**src/hw/ext_irq_defines.vh**
```
// constants for the external pin interrupt unit
`ifndef EXT_IRQ_DEFINES_VH
`define EXT_IRQ_DEFINES_VH
`define SENSE_CTRL_OFF 12'h000
`define IRQ_MASK_OFF 12'h004
`define IRQ_FLAGS_OFF 12'h008
`define POWER_CTRL_OFF 12'h00C
`define PIN_STATUS_OFF 12'h010
`define SENSE_LOW 2'b00
`define SENSE_ANY 2'b01
`define SENSE_FALL 2'b10
`define SENSE_RISE 2'b11
`define SENSE_CTRL_RESET 8'h00
`define IRQ_MASK_RESET 4'h0
`define PWR_SLEEP_BIT 0
`define PWR_MODE_LSB 1
`define PWR_WAKE_BIT 3
`define PWR_WAKE_IRQ_BIT 4
`define MODE_IDLE 2'b00
`define MODE_POWER_DOWN 2'b01
`define MODE_OTHER 2'b10
`define WD_PERIOD_NS 1000
`define CLK_PERIOD_NS 100
`define WD_TICK_CYCLES ((`WD_PERIOD_NS + `CLK_PERIOD_NS - 1) / `CLK_PERIOD_NS)
`define STARTUP_TIME_NS 64000
`define STARTUP_CYCLES ((`STARTUP_TIME_NS + `CLK_PERIOD_NS - 1) / `CLK_PERIOD_NS)
`endif

```
**src/hw/pin_sync.v**
```verilog
// two-stage synchroniser for a bus of pins
`timescale 1ns/1ps
module pin_sync #(
  parameter WIDTH = 4
) (
  // clock and reset
  input wire pclk,
  input wire presetn,
  // data
  input wire [WIDTH-1:0] async_in,
  output reg [WIDTH-1:0] sync_out
);
  reg [WIDTH-1:0] meta_reg;
  always @(posedge pclk or negedge presetn) begin
    if (!presetn) begin
      meta_reg <= {WIDTH{1'b0}};
      sync_out <= {WIDTH{1'b0}};
    end else begin
      meta_reg <= async_in;
      sync_out <= meta_reg;
    end
  end
endmodule

```
**src/hw/wake_sampler.v**
```verilog
// level wake-up qualifier sampled on a divided watchdog tick
`timescale 1ns/1ps
`include "ext_irq_defines.vh"
module wake_sampler #(
  parameter TICK_CYCLES = `WD_TICK_CYCLES
) (
  // clock and reset
  input wire pclk,
  input wire presetn,
  // control
  input wire armed,
  input wire level_low,
  // result
  output reg wake_pulse
);
  reg [15:0] tick_cnt_reg;
  reg [1:0] hits_reg;
  wire tick = (tick_cnt_reg == 16'h0000);
  always @(posedge pclk or negedge presetn) begin
    if (!presetn) begin
      tick_cnt_reg <= 16'h0000;
      hits_reg <= 2'b00;
      wake_pulse <= 1'b0;
    end else begin
      wake_pulse <= 1'b0;
      if (!armed) begin
        tick_cnt_reg <= 16'h0000;
        hits_reg <= 2'b00;
      end else begin
        tick_cnt_reg <= tick ? TICK_CYCLES[15:0] - 16'h0001 : tick_cnt_reg - 16'h0001;
        if (tick) begin
          // two consecutive low samples on the watchdog tick before wake
          if (!level_low) begin
            hits_reg <= 2'b00;
          end else if (hits_reg == 2'b01) begin
            hits_reg <= 2'b00;
            wake_pulse <= 1'b1;
          end else begin
            hits_reg <= 2'b01;
          end
        end
      end
    end
  end
endmodule

```
**src/hw/ext_pin_irq.v**
```verilog
// external pin interrupt unit with apb registers
//
// The register addresses and the APB register port were left to the implementer.
`timescale 1ns/1ps
`include "ext_irq_defines.vh"
module ext_pin_irq #(
  parameter NUM_PINS = 4,
  parameter STARTUP_CYCLES = `STARTUP_CYCLES
) (
  // apb
  input wire pclk,
  input wire presetn,
  input wire psel,
  input wire penable,
  input wire pwrite,
  input wire [11:0] paddr,
  input wire [31:0] pwdata,
  output reg [31:0] prdata,
  output reg pready,
  output reg pslverr,
  // pins and port output path
  input wire [NUM_PINS-1:0] ext_irq_pins,
  input wire [NUM_PINS-1:0] pin_out_value,
  input wire [NUM_PINS-1:0] pin_out_en,
  // core side
  input wire [NUM_PINS-1:0] irq_ack,
  output reg [NUM_PINS-1:0] irq_req,
  output reg wake_up
);
  reg [2*NUM_PINS-1:0] sense_reg;
  reg [NUM_PINS-1:0] mask_reg;
  reg [NUM_PINS-1:0] flags_reg;
  reg [NUM_PINS-1:0] flags_next;
  reg [NUM_PINS-1:0] prev_reg;
  reg sleep_reg;
  reg [1:0] mode_reg;
  reg waking_reg;
  reg wake_irq_reg;
  reg [31:0] su_cnt_reg;
  wire [NUM_PINS-1:0] pin_sync_lvl;
  wire [NUM_PINS-1:0] pin_level;
  wire [NUM_PINS-1:0] evt;
  wire [NUM_PINS-1:0] low_req;
  wire [NUM_PINS-1:0] is_level;
  wire io_clk_run;
  wire pd_armed;
  wire any_low;
  wire wake_pulse;
  wire wr_acc = psel & penable & pwrite;
  wire rd_acc = psel & ~pwrite;
  wire addr_ok = (paddr == `SENSE_CTRL_OFF) | (paddr == `IRQ_MASK_OFF) | (paddr == `IRQ_FLAGS_OFF) |
                 (paddr == `POWER_CTRL_OFF) | (paddr == `PIN_STATUS_OFF);

  pin_sync #(
    .WIDTH(NUM_PINS)
  ) u_sync (
    .pclk(pclk),
    .presetn(presetn),
    .async_in(ext_irq_pins),
    .sync_out(pin_sync_lvl)
  );

  // a pin driven as output reflects the driven value, so software can trigger it
  assign pin_level = (pin_out_en & pin_out_value) | (~pin_out_en & pin_sync_lvl);

  // io clock is gated off in every sleep mode but idle
  assign io_clk_run = ~sleep_reg | (mode_reg == `MODE_IDLE);

  genvar gi;
  generate
    for (gi = 0; gi < NUM_PINS; gi = gi + 1) begin : g_pin
      wire [1:0] sel = sense_reg[2*gi+1:2*gi];
      wire rise = pin_level[gi] & ~prev_reg[gi];
      wire fall = ~pin_level[gi] & prev_reg[gi];
      assign evt[gi] = io_clk_run & (
        ((sel == `SENSE_ANY) & (rise | fall)) |
        ((sel == `SENSE_FALL) & fall) |
        ((sel == `SENSE_RISE) & rise));
      assign is_level[gi] = (sel == `SENSE_LOW);
      assign low_req[gi] = is_level[gi] & ~pin_level[gi];
    end
  endgenerate

  assign any_low = |(low_req & mask_reg);
  assign pd_armed = sleep_reg & (mode_reg == `MODE_POWER_DOWN) & ~waking_reg;

  wake_sampler #(
    .TICK_CYCLES(`WD_TICK_CYCLES)
  ) u_wake (
    .pclk(pclk),
    .presetn(presetn),
    .armed(pd_armed),
    .level_low(any_low),
    .wake_pulse(wake_pulse)
  );

  always @* begin
    flags_next = flags_reg;
    if (wr_acc && paddr == `IRQ_FLAGS_OFF) begin
      flags_next = flags_next & ~pwdata[NUM_PINS-1:0];
    end
    flags_next = flags_next & ~irq_ack;
    flags_next = flags_next | evt;
    flags_next = flags_next & ~is_level;
  end

  // sense, mask, flags and pin history
  always @(posedge pclk or negedge presetn) begin
    if (!presetn) begin
      sense_reg <= {(2*NUM_PINS){1'b0}};
      mask_reg <= {NUM_PINS{1'b0}};
      flags_reg <= {NUM_PINS{1'b0}};
      prev_reg <= {NUM_PINS{1'b0}};
      irq_req <= {NUM_PINS{1'b0}};
    end else begin
      // history only advances while the io clock runs, so a level change during a stop is seen as an edge once it runs again
      if (io_clk_run) begin
        prev_reg <= pin_level;
      end
      if (wr_acc && paddr == `SENSE_CTRL_OFF) begin
        sense_reg <= pwdata[2*NUM_PINS-1:0];
      end
      if (wr_acc && paddr == `IRQ_MASK_OFF) begin
        mask_reg <= pwdata[NUM_PINS-1:0];
      end
      flags_reg <= flags_next;
      // level requests wait through power-down sampling and start-up, so a vanished level gives no irq
      irq_req <= mask_reg & (flags_next | (low_req & {NUM_PINS{~(waking_reg | pd_armed)}}));
    end
  end

  // sleep control and power-down wake-up sequence
  always @(posedge pclk or negedge presetn) begin
    if (!presetn) begin
      sleep_reg <= 1'b0;
      mode_reg <= `MODE_IDLE;
      waking_reg <= 1'b0;
      wake_irq_reg <= 1'b0;
      su_cnt_reg <= 32'h00000000;
      wake_up <= 1'b0;
    end else begin
      wake_up <= 1'b0;
      if (wr_acc && paddr == `POWER_CTRL_OFF) begin
        sleep_reg <= pwdata[`PWR_SLEEP_BIT];
        mode_reg <= pwdata[`PWR_MODE_LSB+1:`PWR_MODE_LSB];
      end
      if (sleep_reg && mode_reg == `MODE_IDLE && (|evt || any_low)) begin
        sleep_reg <= 1'b0;
        wake_up <= 1'b1;
      end
      if (wake_pulse) begin
        waking_reg <= 1'b1;
        su_cnt_reg <= STARTUP_CYCLES[31:0] - 32'h00000001;
        wake_irq_reg <= 1'b0;
      end else if (waking_reg) begin
        if (su_cnt_reg == 32'h00000000) begin
          // wake regardless; irq only if level still held at the end
          waking_reg <= 1'b0;
          sleep_reg <= 1'b0;
          wake_up <= 1'b1;
          wake_irq_reg <= any_low;
        end else begin
          su_cnt_reg <= su_cnt_reg - 32'h00000001;
        end
      end
    end
  end

  // apb slave: zero wait states, error on unmapped offsets
  always @(posedge pclk or negedge presetn) begin
    if (!presetn) begin
      prdata <= 32'h00000000;
      pready <= 1'b0;
      pslverr <= 1'b0;
    end else begin
      pready <= psel & ~penable;
      pslverr <= psel & ~penable & ~addr_ok;
      prdata <= 32'h00000000;
      if (rd_acc && !penable) begin
        case (paddr)
          `SENSE_CTRL_OFF: prdata <= {{(32-2*NUM_PINS){1'b0}}, sense_reg};
          `IRQ_MASK_OFF: prdata <= {{(32-NUM_PINS){1'b0}}, mask_reg};
          `IRQ_FLAGS_OFF: prdata <= {{(32-NUM_PINS){1'b0}}, flags_reg};
          `POWER_CTRL_OFF: prdata <= {27'h0000000, wake_irq_reg, waking_reg, mode_reg, sleep_reg};
          `PIN_STATUS_OFF: prdata <= {{(32-NUM_PINS){1'b0}}, pin_level};
          default: prdata <= 32'h00000000;
        endcase
      end
    end
  end
endmodule

```
**config.mk**
```make
export PLATFORM = sky130hd
export DESIGN_NAME = ext_pin_irq
export DESIGN_NICKNAME = d
export VERILOG_FILES = /design/src/hw/pin_sync.v /design/src/hw/wake_sampler.v /design/src/hw/ext_pin_irq.v
export VERILOG_INCLUDE_DIRS = /design/src /design/src/hw
export SDC_FILE = /design/constraint.sdc
export NUM_CORES = 1
export LEC_CHECK = 0
export BUFFER_PORTS_ARGS = -buffer_cell sky130_fd_sc_hd__clkbuf_2
export CAP_MARGIN = 10
export CORE_UTILIZATION = 38
export CTS_CLUSTER_SIZE = 24
export DETAILED_ROUTE_END_ITERATION = 12
export PLACE_DENSITY_LB_ADDON = 0.1
export SLEW_MARGIN = 0
export SYNTH_ARGS = -nofsm -noshare
export SYNTH_HDL_FRONTEND = slang
export SYNTH_SLANG_ARGS = --single-unit
```
**constraint.sdc**
```tcl
create_clock -name pclk -period 8.01 [get_ports pclk]
set_clock_uncertainty 0.15 [all_clocks]
set_input_delay 1.2015 -clock pclk [delete_from_list [all_inputs] [get_ports pclk]]
set_output_delay 1.2015 -clock pclk [all_outputs]
set_load 0.01 [all_outputs]
```
==> impl_metrics.ini <==
[run_status]
status = completed

[layout]
largest_reg_flops = 32
fin_util = 0.4405
finish.instance_area_um2 = 5857
final_nets = 652
layout-drive-gt1-share = 0.1793
synthToLayoutAreaGrowth_pct = 13.04
n_antenna_cell = 0
instances_no_fill = 756

[cts]
clk_pin_slew_worst_paths_ps = 70
postCtsSetupBuffers = 0
cts_hold_buf = 0
clock_sinks = 98
cts_max_level = 3
cts_root_buf = clkbuf_16
cts_tree = yes
clk_path_buf_depth = 2
cts_made_buffers = 9
post_cts_resized = 0
worstSkewPairLatency_ps = 340

[yosys]
synth-seq-cells = 98
syn_area_um2 = 5181
synth_top_area_frac = 0.4733
synth-main-ff-cell = dfrtp_1
synthCells = 521
netlist_top_cells_count = dfrtp_1 (98), nor2_1 (49), a21oi_1 (40)
seq_area_frac_synth = 0.4733
synth_area_per_cell_um2 = 9.945
yosysMostFrequentCell = dfrtp_1
yosysWarningCount = 0
async_flop_share = 1.000
yosys.area.top_type = dfrtp_1
synth.area.top_cells = dfrtp_1 (47%), mux2_2 (4.1%), a21oi_1 (3.9%)
synth_cell_types = 55
synth-edff-count = 0

[floorplan]
core_um2 = 13300
start_util = 0.3897
die_area_um2 = 14110
die_x_um = 118.8
io_pins = 104
num_rows = 42
die_h_um = 118.8

[sta]
setup_tns_ps = 0
worst_slack_ps = 4430
period_share = 0.4470
rsz0062_at_grt = false
finalCriticalPeriod_ps = 3580
fmax_ghz = 0.2793
maxSlewViolCount = 0
slew_headroom = 0.2832
hold_violations = 0
setup_violations = 0
holdWs_ps = 202.6
worst_slew_pin_slew_ps = 1067

[place]
dpl-instance-area_um2 = 5535
io_buffers = 55
placed_cells = 740
routabilityCongestion = 0.7806
place_hpwl_um = 8509
pre_cts_slack_ps = 4097

[setup_path]
critPathKind = in -> reg
r2r_end = wake_irq_reg$_DFFE_PN0P_
reg2reg_slack_ps = 5050
arrival_ps = 3660
rr_worst_depth = 6
cp-end-kind = flop
cp_max_fo = 9
start_kind = primary input
cp.required_ps = 8090
r2r_start = su_cnt_reg[4]$_DFFE_PN0P_

[global_routing]
antenna_found_initial = 0
grt_pass1_vias = 4000
grt_max_degree = 78
grt-ovfl-total = 0
grt_pass1_wl_um = 20110
grt_use_total = 0.1805

[route]
vias_per_cell = 5.516
vias = 4170
avgRoutedWirePerCell_um = 15.86
drc = 0
ant_nets = 0
drt_wl_total_um = 11990
dr.pass1.iters = 5
drtIter0Drc = 341

[power]
p_leak_nw = 2.825
vdd_drop_max_uv = 96.59
p_per_area_nw_per_um2 = 173.0
power_mw = 1.013

[hold_path]
min_path_cells = 0
hp-start = u_sync.meta_reg[0]$_DFF_PN0_
min-delay-path-class = reg -> reg
hold_path_end = u_sync.sync_out[0]$_DFF_PN0_

[job]
max_cap_viol_count = 0
## cells by family after synthesis
logic type               Yosys count  share of synthesized area
AO/OA/AOI/OAI                     99                     0.1162
XOR/XNOR                          13                    0.02198
adder cells (fa/ha/maj)           12                    0.02898
buffers and inverters             58                    0.06472
flip-flops                        98                     0.4733
multiplexers                      29                    0.06062
other                              1                  0.0007238
AND/OR/NAND/NOR                  211                     0.2335
## worst max-delay path, stage by stage
cell and delay, ps:
clkbuf_2 70, or4_1 580, nor3_2 510, and3b_1 440, and2_1 460, mux2_2 380
## where the power goes
part / switching, mW / total [mW] / internal [mW]
combinational: 0.0296 / 0.0436 / 0.0140
clock: 0.186 / 0.469 / 0.283
sequential: 0.00157 / 0.500 / 0.499
## metal layers
layer  vias up  track usage  part of all wire
met3         8      0.03620             0.034
met5         -            0                 0
met1      2096       0.2457              0.48
met4         0      0.04747            0.0076
li1       1958            -                 -
met2       108       0.2920              0.48
## cells in the final DEF (no fill, tap or decap), drive strengths merged, types with 18 or more instances in the layout
master,Yosys,routed
conb,1,24
mux2,19,19
clkbuf,9,66
o21ai,23,23
nand3,22,22
nor2,49,49
or3,28,28
dfrtp,98,98
a21oi,40,40
nor4,18,18
## worst max path at each step
| stage | from | cells after the start | end | slack, ps |
|---|---|---|---|---|
| global placement | paddr[7] | 6 | sense_reg[7]$_DFFE_PN0P_ | 4120 |
| detailed placement | paddr[7] | 6 | sense_reg[1]$_DFFE_PN0P_ | 4100 |
| global route | paddr[7] | 6 | sense_reg[1]$_DFFE_PN0P_ | 4310 |
| CTS | paddr[7] | 6 | sense_reg[1]$_DFFE_PN0P_ | 4450 |
| floorplan | paddr[7] | 7 | sense_reg[0]$_DFFE_PN0P_ | 4550 |
| finish | paddr[7] | 6 | sense_reg[4]$_DFFE_PN0P_ | 4430 |
## area by class of cell
type                       count  area [µm²]
clock buffer                  12       246.5
clock inverter                 4       75.07
fill                        1306        7438
inverter                      18       67.56
multi-input combinational    388        2480
sequential                    98        2452
tap                          176       220.2
timing repair buffer          60       315.3
(Power assumes the default switching activity.)
